## config.mk

```make
export PLATFORM = sky130hd
export DESIGN_NAME = radio_interrupt_wake_logic
export DESIGN_NICKNAME = d
export VERILOG_FILES = /design/src/hw/radio_irq_pkg.sv /design/src/hw/radio_interrupt_wake_logic.sv
export VERILOG_INCLUDE_DIRS = /design/src /design/src/hw
export SDC_FILE = /design/constraint.sdc
export NUM_CORES = 1
export LEC_CHECK = 0
export BUFFER_PORTS_ARGS = -buffer_cell sky130_fd_sc_hd__buf_2
export CORE_ASPECT_RATIO = 0.9
export CORE_MARGIN = 2
export CORE_UTILIZATION = 40
export DETAILED_ROUTE_END_ITERATION = 10
export GPL_ROUTABILITY_DRIVEN = 0
export GPL_TIMING_DRIVEN = 0
export PLACE_DENSITY_LB_ADDON = 0.08
export SLEW_MARGIN = 20
export SYNTH_ARGS = -nofsm -noshare
export SYNTH_HDL_FRONTEND = slang
export SYNTH_SLANG_ARGS = --single-unit
```

## constraint.sdc

```tcl
create_clock -name ref_clk -period 3.8 [get_ports ref_clk]
set_input_delay 0.76 -clock ref_clk [delete_from_list [all_inputs] [get_ports ref_clk]]
set_output_delay 0.76 -clock ref_clk [all_outputs]
set_load 0.01 [all_outputs]
```

## src/hw/radio_irq_defs.svh

```systemverilog
// constants for the radio interrupt and wake logic
// Functional notes
// - underrun when byte done before new write
// - overflow when bits exceed sixteen-bit FIFO
// - wake timer event on interval elapse, enabled
// - timer expiry wakes into receive, loads FIFO
// - external status follows low pin level
// - low supply event below selected threshold
// - any source drives request low, sets status
// - tx ready held until write or off
// - fill flag held until threshold bits read
// - power-on flag cleared by status read
// - underrun set with ready, held until off
// - overflow set with fill, cleared on read
// - wake timer flag cleared by status read
// - low supply request cleared, status follows level
// - any source wakes and starts crystal clock
// - no sleep while any interrupt pending
// - enable bit alone governs crystal when idle; here receiverEnable or transmitterEnable also keep it running
// - clock tail after activity before stopping
// - wake reception drained then clear, sleep
// - tx ready event when register empties
// - fill event when count reaches threshold
`ifndef RADIO_IRQ_DEFS_SVH
`define RADIO_IRQ_DEFS_SVH

`define CLK_MHZ        125
`define FIFO_BITS      16
`define FIFO_CNT_W     5
`define WAKE_US        1000
`define WAKE_CYC       (`WAKE_US * `CLK_MHZ)
`define TAIL_NS        2048
`define TAIL_CYC       ((`TAIL_NS * `CLK_MHZ) / 1000)
`define TAIL_CNT_W     9
`define WAKE_CNT_W     24

`endif

```

## src/hw/radio_irq_pkg.sv

```systemverilog
// types for the radio interrupt and wake logic
package radio_irq_pkg;
	typedef enum logic [1:0]
	{
		WAKE_IDLE   = 2'b00,
		WAKE_LISTEN = 2'b01,
		WAKE_DRAIN  = 2'b10
	} wake_state_type;
endpackage

```

## src/hw/radio_interrupt_wake_logic.sv

```systemverilog
// interrupt collection, request pin and crystal wake control
`timescale 1ns/1ps
`default_nettype none
`include "radio_irq_defs.svh"
module radio_interrupt_wake_logic
	import radio_irq_pkg::*;
#(
	parameter int WAKE_CYCLES = `WAKE_CYC
)
(
	input  wire logic       ref_clk,
	input  wire logic       rst_n,
	input  wire logic       txRegEnable,
	input  wire logic       transmitterEnable,
	input  wire logic       rxFifoEnable,
	input  wire logic       receiverEnable,
	input  wire logic       wakeTimerEnable,
	input  wire logic       extPinSelect,
	input  wire logic       lowSupplyEnable,
	input  wire logic [3:0] lowSupplyThreshold,
	input  wire logic [3:0] fifoFillLevel,
	input  wire logic       xtalEnable,
	input  wire logic       clockOutEnable,
	input  wire logic       txByteWrite,
	input  wire logic       bitRateByteDone,
	input  wire logic       rxBitIn,
	input  wire logic       rxBitRead,
	input  wire logic       statusRead,
	input  wire logic       validData,
	input  wire logic [3:0] supplyLevel,
	input  wire logic       extIntN,
	output logic            irqOutN,
	output logic            txReadyRxFillFlag,
	output logic            underrunOverflowFlag,
	output logic            wakeTimerEvent,
	output logic            extPinEvent,
	output logic            lowSupplyEvent,
	output logic            powerOnFlag,
	output logic            xtalRunning,
	output logic            clockOutRun,
	output logic            sleeping,
	output logic            wakeReceive
);

	logic                     txEmpty_r;
	logic                     txReady_r;
	logic                     underrun_r;
	logic [`FIFO_CNT_W-1:0]   fill_r;
	logic [`FIFO_CNT_W-1:0]   readCnt_r;
	logic                     fillFlag_r;
	logic                     overflow_r;
	logic [`WAKE_CNT_W-1:0]   wakeCnt_r;
	logic                     wakeFlag_r;
	wake_state_type           wakeState_r;
	logic                     extMeta_r;
	logic                     extSync_r;
	logic                     extFlag_r;
	logic                     lowNow_r;
	logic                     lowReq_r;
	logic                     por_r;
	logic [`TAIL_CNT_W-1:0]   tail_r;
	logic                     irqOutN_r;
	logic                     xtal_r;
	logic                     clkOut_r;
	logic                     sleep_r;
	logic                     readyFillOut_r;
	logic                     uoOut_r;
	logic                     wakeRxOut_r;
	logic                     txMode;
	logic                     rxMode;
	logic                     txOff;
	logic                     rxOff;
	logic                     rxLoad;
	logic                     fillHit;
	logic                     overflowHit;
	logic                     wakeExpire;
	logic                     drainDone;
	logic                     lowCmp;
	logic                     pending;
	logic                     tailBusy;

	// mode decode shared by the transmit and receive sources
	assign txMode   = txRegEnable & transmitterEnable;
	assign rxMode   = rxFifoEnable & receiverEnable;
	assign txOff    = ~transmitterEnable & ~txRegEnable;
	assign rxOff    = ~receiverEnable | ~rxFifoEnable;
	assign rxLoad   = rxMode | (wakeState_r != WAKE_IDLE);
	assign overflowHit = rxLoad & rxBitIn & (fill_r == 5'(`FIFO_BITS));
	assign fillHit  = rxLoad & rxBitIn & ~overflowHit & (fifoFillLevel != 4'h0)
		& ((fill_r + 5'h01) == {1'b0, fifoFillLevel});
	assign wakeExpire = wakeTimerEnable & (wakeCnt_r == `WAKE_CNT_W'(WAKE_CYCLES - 1));
	assign lowCmp   = lowSupplyEnable & (supplyLevel < lowSupplyThreshold);
	assign pending  = txReady_r | underrun_r | fillFlag_r | overflow_r | wakeFlag_r
		| extFlag_r | lowReq_r | por_r;
	assign tailBusy = tail_r != `TAIL_CNT_W'(0);
	assign drainDone = (wakeState_r == WAKE_DRAIN) & (fill_r == 5'h00) & ~validData;

	// transmit holding register: empties when the bit generator takes the byte
	always_ff @(posedge ref_clk or negedge rst_n)
	begin
		if (!rst_n)
			txEmpty_r <= 1'b1;
		else if (txByteWrite)
			txEmpty_r <= 1'b0;
		else if (bitRateByteDone)
			txEmpty_r <= 1'b1;
	end

	// tx ready: set by emptying or underrun, the write clears; set beats clear
	always_ff @(posedge ref_clk or negedge rst_n)
	begin
		if (!rst_n)
			txReady_r <= 1'b0;
		else if (txMode & bitRateByteDone)
			txReady_r <= 1'b1;
		else if (txByteWrite | txOff)
			txReady_r <= 1'b0;
	end

	// underrun: byte finished while nothing new held; only switching off clears it
	always_ff @(posedge ref_clk or negedge rst_n)
	begin
		if (!rst_n)
			underrun_r <= 1'b0;
		else if (txMode & bitRateByteDone & txEmpty_r & ~txByteWrite)
			underrun_r <= 1'b1;
		else if (txOff)
			underrun_r <= 1'b0;
	end

	// receive fill level; saturates at capacity, extra bits are lost
	always_ff @(posedge ref_clk or negedge rst_n)
	begin
		if (!rst_n)
			fill_r <= 5'h00;
		else if (rxOff & (wakeState_r == WAKE_IDLE))
			fill_r <= 5'h00;
		else if (rxLoad & rxBitIn & ~overflowHit & ~(rxBitRead & (fill_r != 5'h00)))
			fill_r <= fill_r + 5'h01;
		else if (rxBitRead & (fill_r != 5'h00) & ~(rxLoad & rxBitIn & ~overflowHit))
			fill_r <= fill_r - 5'h01;
	end

	// bits read since the fill flag rose; reaching the threshold clears the flag
	always_ff @(posedge ref_clk or negedge rst_n)
	begin
		if (!rst_n)
			readCnt_r <= 5'h00;
		else if (fillHit | ~fillFlag_r)
			readCnt_r <= 5'h00;
		else if (rxBitRead)
			readCnt_r <= readCnt_r + 5'h01;
	end

	// fill flag: held until threshold bits read, wake drain done or receive path switched off
	always_ff @(posedge ref_clk or negedge rst_n)
	begin
		if (!rst_n)
			fillFlag_r <= 1'b0;
		else if (fillHit | overflowHit)
			fillFlag_r <= 1'b1;
		else if (drainDone)
			fillFlag_r <= 1'b0;
		else if ((rxOff & (wakeState_r == WAKE_IDLE))
			| (rxBitRead & ((readCnt_r + 5'h01) >= {1'b0, fifoFillLevel})))
			fillFlag_r <= 1'b0;
	end

	// overflow: set with the fill flag, a status read clears it
	always_ff @(posedge ref_clk or negedge rst_n)
	begin
		if (!rst_n)
			overflow_r <= 1'b0;
		else if (overflowHit)
			overflow_r <= 1'b1;
		else if (statusRead | drainDone | (rxOff & (wakeState_r == WAKE_IDLE)))
			overflow_r <= 1'b0;
	end

	// wake interval counter, free while the timer is enabled
	always_ff @(posedge ref_clk or negedge rst_n)
	begin
		if (!rst_n)
			wakeCnt_r <= `WAKE_CNT_W'(0);
		else if (!wakeTimerEnable | wakeExpire)
			wakeCnt_r <= `WAKE_CNT_W'(0);
		else
			wakeCnt_r <= wakeCnt_r + `WAKE_CNT_W'(1);
	end

	// wake timer flag; expiry beats a status read in the same cycle
	always_ff @(posedge ref_clk or negedge rst_n)
	begin
		if (!rst_n)
			wakeFlag_r <= 1'b0;
		else if (wakeExpire)
			wakeFlag_r <= 1'b1;
		else if (statusRead | drainDone)
			wakeFlag_r <= 1'b0;
	end

	// periodic wake reception: listen, drain once valid data shows, idle when data ends and FIFO is empty
	always_ff @(posedge ref_clk or negedge rst_n)
	begin
		if (!rst_n)
			wakeState_r <= WAKE_IDLE;
		else
		begin
			case (wakeState_r)
				WAKE_IDLE:
					if (wakeExpire)
						wakeState_r <= WAKE_LISTEN;
				WAKE_LISTEN:
					if (validData)
						wakeState_r <= WAKE_DRAIN;
					else if (!wakeFlag_r)
						wakeState_r <= WAKE_IDLE;
				WAKE_DRAIN:
					if (drainDone)
						wakeState_r <= WAKE_IDLE;
				default:
					wakeState_r <= WAKE_IDLE;
			endcase
		end
	end

	// external pin crosses in through two flops before anything reads it
	always_ff @(posedge ref_clk or negedge rst_n)
	begin
		if (!rst_n)
		begin
			extMeta_r <= 1'b1;
			extSync_r <= 1'b1;
		end
		else
		begin
			extMeta_r <= extIntN;
			extSync_r <= extMeta_r;
		end
	end

	// external status follows the pin level, no latching
	always_ff @(posedge ref_clk or negedge rst_n)
	begin
		if (!rst_n)
			extFlag_r <= 1'b0;
		else
			extFlag_r <= ~extPinSelect & ~extSync_r;
	end

	// low supply: status follows level, request latches its rising edge
	always_ff @(posedge ref_clk or negedge rst_n)
	begin
		if (!rst_n)
		begin
			lowNow_r <= 1'b0;
			lowReq_r <= 1'b0;
		end
		else
		begin
			lowNow_r <= lowCmp;
			if (lowCmp & ~lowNow_r)
				lowReq_r <= 1'b1;
			else if (statusRead | ~lowCmp)
				lowReq_r <= 1'b0;
		end
	end

	// power-on flag starts set, a status read clears it
	always_ff @(posedge ref_clk or negedge rst_n)
	begin
		if (!rst_n)
			por_r <= 1'b1;
		else if (statusRead)
			por_r <= 1'b0;
	end

	// clock tail: reload while pending, count down once all is quiet
	always_ff @(posedge ref_clk or negedge rst_n)
	begin
		if (!rst_n)
			tail_r <= `TAIL_CNT_W'(0);
		else if (pending)
			tail_r <= `TAIL_CNT_W'(`TAIL_CYC);
		else if (tailBusy)
			tail_r <= tail_r - `TAIL_CNT_W'(1);
	end

	// request pin and crystal; pending sources override the enable bit
	always_ff @(posedge ref_clk or negedge rst_n)
	begin
		if (!rst_n)
		begin
			irqOutN_r <= 1'b1;
			xtal_r    <= 1'b1;
			clkOut_r  <= 1'b1;
			sleep_r   <= 1'b0;
		end
		else
		begin
			irqOutN_r <= ~pending;
			xtal_r    <= pending | tailBusy | xtalEnable
				| receiverEnable | transmitterEnable;
			clkOut_r  <= pending | tailBusy | (clockOutEnable & xtalEnable);
			sleep_r   <= ~(pending | tailBusy | xtalEnable
				| receiverEnable | transmitterEnable);
		end
	end

	// shared status bits get their own flop so no gate sits on the pin
	always_ff @(posedge ref_clk or negedge rst_n)
	begin
		if (!rst_n)
		begin
			readyFillOut_r <= 1'b0;
			uoOut_r        <= 1'b0;
			wakeRxOut_r    <= 1'b0;
		end
		else
		begin
			readyFillOut_r <= txReady_r | fillFlag_r;
			uoOut_r        <= underrun_r | overflow_r;
			wakeRxOut_r    <= wakeState_r != WAKE_IDLE;
		end
	end

	// outputs straight from flops
	assign irqOutN              = irqOutN_r;
	assign txReadyRxFillFlag    = readyFillOut_r;
	assign underrunOverflowFlag = uoOut_r;
	assign wakeTimerEvent       = wakeFlag_r;
	assign extPinEvent          = extFlag_r;
	assign lowSupplyEvent       = lowNow_r;
	assign powerOnFlag          = por_r;
	assign xtalRunning          = xtal_r;
	assign clockOutRun          = clkOut_r;
	assign sleeping             = sleep_r;
	assign wakeReceive          = wakeRxOut_r;

	// checks on the design's own behaviour
	irq_follows_a: assert property (@(posedge ref_clk) disable iff (!rst_n)
		pending |=> !irqOutN) else $error("request not low while pending");
	irq_release_a: assert property (@(posedge ref_clk) disable iff (!rst_n)
		!pending |=> irqOutN) else $error("request low with nothing pending");
	por_clear_a: assert property (@(posedge ref_clk) disable iff (!rst_n)
		statusRead |=> !powerOnFlag) else $error("power-on flag survived read");
	wake_set_a: assert property (@(posedge ref_clk) disable iff (!rst_n)
		wakeExpire |=> wakeTimerEvent && (wakeState_r != WAKE_IDLE))
		else $error("expiry missed");
	no_sleep_a: assert property (@(posedge ref_clk) disable iff (!rst_n)
		pending |=> !sleeping && xtalRunning) else $error("slept while pending");
	ovf_pair_a: assert property (@(posedge ref_clk) disable iff (!rst_n)
		overflowHit |=> overflow_r && fillFlag_r)
		else $error("overflow not paired with fill");
	udr_pair_a: assert property (@(posedge ref_clk) disable iff (!rst_n)
		$rose(underrun_r) |-> txReady_r) else $error("underrun without ready");
	ext_level_a: assert property (@(posedge ref_clk) disable iff (!rst_n)
		(!extPinSelect && !extSync_r) |=> extPinEvent) else $error("ext status lag");
	tail_run_a: assert property (@(posedge ref_clk) disable iff (!rst_n)
		$fell(pending) |=> clockOutRun [*8]) else $error("clock tail cut short");
	tx_hold_a: assert property (@(posedge ref_clk) disable iff (!rst_n)
		(txReady_r && !txByteWrite && !txOff) |=> txReady_r)
		else $error("tx ready dropped early");

endmodule
`default_nettype wire

```

# Word-level counts from Yosys, hierarchy flattened
# Cells that the tools add are included.
dict set report totals {
  register_bits 64
  latchBits 0
  mem_bits_rw 0
  mem_bits_ro 0
  inputBits 30
  out_inout_bits 11
  mem_count 0
}
dict set report classes {
  n_addsub 5
  mul 0
  n_div 0
  n_lt_le_gt_ge 2
  n_eq_ne 8
  n_shift 0
  muxes 28
  bitwise_logic 63
  reduce_logical 18
}
# cell n
set op_table {}
lappend op_table {{two-way mux 5 bit} 5}
lappend op_table {{adder 24 x 1 -> 24 bit (second input constant)} 1}
lappend op_table {{equality test 24 x 17 -> 1 bit (second input constant)} 1}
lappend op_table {{two-way mux 24 bit} 1}
lappend op_table {{bitwise OR 1 bit} 24}
lappend op_table {{bitwise AND 1 bit} 23}
lappend op_table {{two-way mux 9 bit} 2}
lappend op_table {{nonzero test 2 bit} 9}
lappend op_table {{inverter 1 bit} 16}
lappend op_table {{two-way mux 1 bit} 15}
lappend op_table {{adder 5 x 1 -> 5 bit (second input constant)} 2}
lappend op_table {{nonzero test 9 bit} 1}
lappend op_table {{subtractor 9 x 1 -> 9 bit (second input constant)} 1}
lappend op_table {{two-way mux 2 bit} 4}
lappend op_table {{one-hot mux 2 bit (3 select lines)} 1}
lappend op_table {{nonzero test 3 bit} 2}
lappend op_table {{equality test 5 x 4 -> 1 bit} 1}
lappend op_table {{equality test 5 bit (second input constant)} 1}
lappend op_table {{greater-or-equal comparator 5 x 4 -> 1 bit} 1}
lappend op_table {{zero test 5 bit} 1}
lappend op_table {{nonzero test 5 bit} 1}
lappend op_table {{subtractor 5 x 1 -> 5 bit (second input constant)} 1}
lappend op_table {{less-than comparator 4 bit} 1}
lappend op_table {{!= test 2 bit (second input constant)} 2}
lappend op_table {{7 further kinds} 7}

# Logic depth before layout (Yosys ltp)
dict set report logic_depth {
  ltp_word 12
  ltp_mapped 9
}

# Least setup slack after synthesis
# OpenSTA, ideal clock, no wires.
dict set report synth_timing {
  kind {input -> register}
  from {input receiverEnable}
  to {register fill_r[4]}
  setup_time_ps 134
  arrival_time_ps 2276
  t_required_ps 3666
  slack_ps 1389
  path_stages 7
  path_cell_list {a211oi_4 nor3b_2 ha_1 or4b_1 a21oi_1 xnor2_1 nor2_1}
}
dict set report synth_via {
  elab_chain_cells 9
  word_cells_on_any_way 15
  classes_between {2 x mux; 12 x bitwise; 1 x reduce/logical}
}
# item line_no
set synth_rtl {}
lappend synth_rtl {{start: declaration} radio_interrupt_wake_logic.sv:16} ;# input wire logic receiverEnable,
lappend synth_rtl {{bitwise AND 1 bit} radio_interrupt_wake_logic.sv:84} ;# assign rxMode = rxFifoEnable & receiverEnable;
lappend synth_rtl {{bitwise OR 1 bit} radio_interrupt_wake_logic.sv:87} ;# assign rxLoad = rxMode | (wakeState_r != WAKE_IDLE);
lappend synth_rtl {{bitwise AND 1 bit} {radio_interrupt_wake_logic.sv:88, radio_interrupt_wake_logic.sv:138, radio_interrupt_wake_logic.sv:140}}
lappend synth_rtl {{bitwise AND 1 bit} radio_interrupt_wake_logic.sv:88} ;# assign overflowHit = rxLoad & rxBitIn & (fill_r == 5'(`FIFO_BITS));
lappend synth_rtl {{inverter 1 bit} {radio_interrupt_wake_logic.sv:138, radio_interrupt_wake_logic.sv:140}}
lappend synth_rtl {{bitwise AND 1 bit} {radio_interrupt_wake_logic.sv:138, radio_interrupt_wake_logic.sv:140}}
lappend synth_rtl {{bitwise AND 1 bit or inverter 1 bit (tied branches)} {radio_interrupt_wake_logic.sv:138, radio_interrupt_wake_logic.sv:140}}
lappend synth_rtl {{two-way mux 5 bit or bitwise AND 1 bit (tied branches)} {radio_interrupt_wake_logic.sv:138, radio_interrupt_wake_logic.sv:140}}
lappend synth_rtl {{two-way mux 5 bit or nonzero test 3 bit (tied branches)} n/a}
lappend synth_rtl {{end signal: assignment} radio_interrupt_wake_logic.sv:139} ;# fill_r <= fill_r + 5'h01;
lappend synth_rtl {{end signal: assignment} radio_interrupt_wake_logic.sv:141} ;# fill_r <= fill_r - 5'h01;
lappend synth_rtl {{end: declaration} radio_interrupt_wake_logic.sv:48} ;# logic [`FIFO_CNT_W-1:0] fill_r;
# Several ways; a longest one is shown, not always the timed one.
# A chain may end at the register's enable or synchronous reset.

# Worst setup path after layout
# Ends and elaborated chain as after synthesis.

==> reports/results.ini <==
[outcome]
status = finished clean

[power_and_ir_drop]
ir_drop_mv = 0.229
power_leakage_nw = 1.89
power.density_nw_per_um2 = 440

[cells_and_area]
fin_area_sq_um = 3960
synthToLayoutAreaGrowth_pct = 16.2
fillCellCount = 774
regArea_sq_um = 1610
diodes = 0
multi_input_area_sq_um = 1690
final_layout_size_suffix_gt1_share_pct = 20.9
fin_nets = 427

[timing]
max_clock_freq_mhz = 408
setup_slack_ps = 1350
max-slew-margin-rel_pct = 62.8
hold_viol = 0
period_minus_slack_ps = 2450
clock_skew_ps = 11.5
finalCritPeriodShare_pct = 64.6
finalSetupViolCount = 0
worst_pin_slew_ps = 553
rsz0062_at_grt = false
slew_violations = 0
setup_tns_ps = 0

[drt]
first_pass_iters = 4
antenna_left = 0
route.detailed.drc = 0
vias = 2493
wl_um = 6580
via_per_inst = 5.13
wl_per_cell_um = 13.5
drtIter0Drc = 71

[clock_network]
cts_buffers = 9
clk_path_buf_depth = 2
clk-insertion-delay-late_ps = 340
cts_tree = built
cts_resized = 0
ctsHoldBuffers = 0
post-cts-setup-buffer-count = 0
numClockSinks = 64
cts-htree-levels = 3
cts.clk_slew.worst_paths_ps = 70
root_buffer = clkbuf_8

[synth]
synth.ff_latch_count = 64
ys_seq_area_share_pct = 47.2
synthFlopType = dfrtp_1
synthXorXnorAreaFrac_pct = 11.3
syn_nets = 376
synth_compound_area_share_pct = 5.47
synth.area.mux_share_pct = 0.918
synthAdderAreaFrac_pct = 5.51
synth_enable_flop_cells = 0
yosysTopAreaCell = dfrtp_1
synth_top_cells_by_area = dfrtp_1 42%, xor2_1 7.7%, nor2_1 6.1%, ha_1 5.5%, dfstp_2 5.4%
synth_top_area_share_pct = 41.9
ys_types = 59
synthTopCellsByCount = 57 x dfrtp_1, 55 x nor2_1, 30 x xor2_1
synthesis.area_sq_um = 3410
synth_cells = 331
synth_area_per_cell_sq_um = 10.3
synth.most_common_cell = dfrtp_1
synth_top_family_by_area = simple AND/OR/NAND/NOR gates
synth-warning-count = 0
synthArstFlopShare_pct = 100
synth_simple_gate_area_share_pct = 26.2

[worst_setup_path]
start_kind = input port
worstPathMaxFanout = 9
path_class = in2reg
reg2reg_depth = 9
timing.rr.start = fill_r[0]
crit_arrival_ps = 2660
endpoint_kind = register
reg2reg_slack_ps = 1390
cp.required_ps = 4010
worstReg2RegEnd = fill_r[4]

[floorplanning]
rows = 31
initial_core_util_pct = 41.8
io_pins = 41
design.die.area_sq_um = 9280
die_w_um = 101
die_h_um = 91.6
core_region_area_sq_um = 8150

[grt]
antenna_found_initial = 0
grt_max_degree = 49
grt_pass1_vias = 2381
gr-total-overflow = 0
grt_usage_pct = 16.0
grt_pass1_wl_um = 11600

[placed_design]
dpl.hpwl_um = 4770
dp_slack_ps = 984
dpl_cell_area_sq_um = 3760
port_buffers = 39

[flow_run]
max_cap_viol_count = 0

[worst_hold_path]
min_path_type = in2async

==> logic make-up (layout without fill, tap and decap cells) <==
kind of cell | count (synthesis) | count (layout)
simple gates | 155 | 155
flops | 64 | 64
xor+xnor | 44 | 44
compound gates | 27 | 27
buf+inv | 23 | 79
fa+ha+maj | 15 | 15
mux | 3 | 3
==> worst max path at each step <==
stage / startpoint / endpoint / slack, ps / depth (start not counted)
2_1_floorplan: receiverEnable / fill_r[4] / 1390 / 7
3_3_place_gp: receiverEnable / fill_r[4] / 970 / 8
3_5_place_dp: receiverEnable / fill_r[4] / 980 / 8
4_1_cts: receiverEnable / fill_r[4] / 1340 / 8
5_1_grt: fill_r[0] / fill_r[4] / 1270 / 9
6_report: receiverEnable / fill_r[4] / 1350 / 8
==> state kept, by name (all words and copies together) (netlist names), 2 cells and up <==
name,flops
fill_r,5
readCnt_r,5
tail_r,9
wakeCnt_r,24
wakeState_r,2
==> per-layer routing <==
layer	part of all wire, %	up-vias	routed length, um	track usage (%)
met2	41	61	2720	22.2
met4	0.58	0	38	4.39
li1	-	1250	-	-
met1	52	1180	3440	23.0
met3	5.9	2	387	6.16
met5	0	-	0	0
==> power breakdown <==
part | internal, mW | switching [mW]
combinational | 0.167 | 0.194
sequential | 0.734 | 0.0494
clock | 0.338 | 0.258
total | 1.24 | 0.501
==> cell type report <==
type,instances,area share [%]
buffer,7,1.33
clock buffer,13,4.01
clock inverter,3,1.07
inverter,16,1.52
multi-input combinational,244,42.6
sequential,64,40.7
tap,99,3.13
timing repair buffer,40,5.69
==> worst max-delay path, cell delays in order <==
cell and delay (ps):
buf_2 140, a211oi_4 470, nor3b_2 120, ha_1 300
or4b_1 490, a21oi_1 190, xnor2_1 140, nor2_1 50
==> layout by cell type (no fill, tap or decap), types with 5 or more instances in the layout <==
cell type	n
a21oi_1	8
buf_2	39
clkbuf_8	12
dfrtp_1	57
dfstp_2	7
ha_1	15
inv_1	14
nand2_1	21
nand2b_1	5
nand3_1	16
nand4_1	14
nor2_1	55
o21ai_0	7
xnor2_1	14
xor2_1	30
==> stage by stage <==
step,hold WS (ps),power [mW],util (%),instances
6_report,287,1.74,48.6,486
2_1_floorplan,345,1.06,-,331
4_1_cts,286,1.77,48.6,486
3_3_place_gp,347,1.15,45.8,469
5_1_grt,284,1.86,48.6,486
3_5_place_dp,349,1.16,46.1,470
Note: power is estimated with default switching activity, not from simulation.
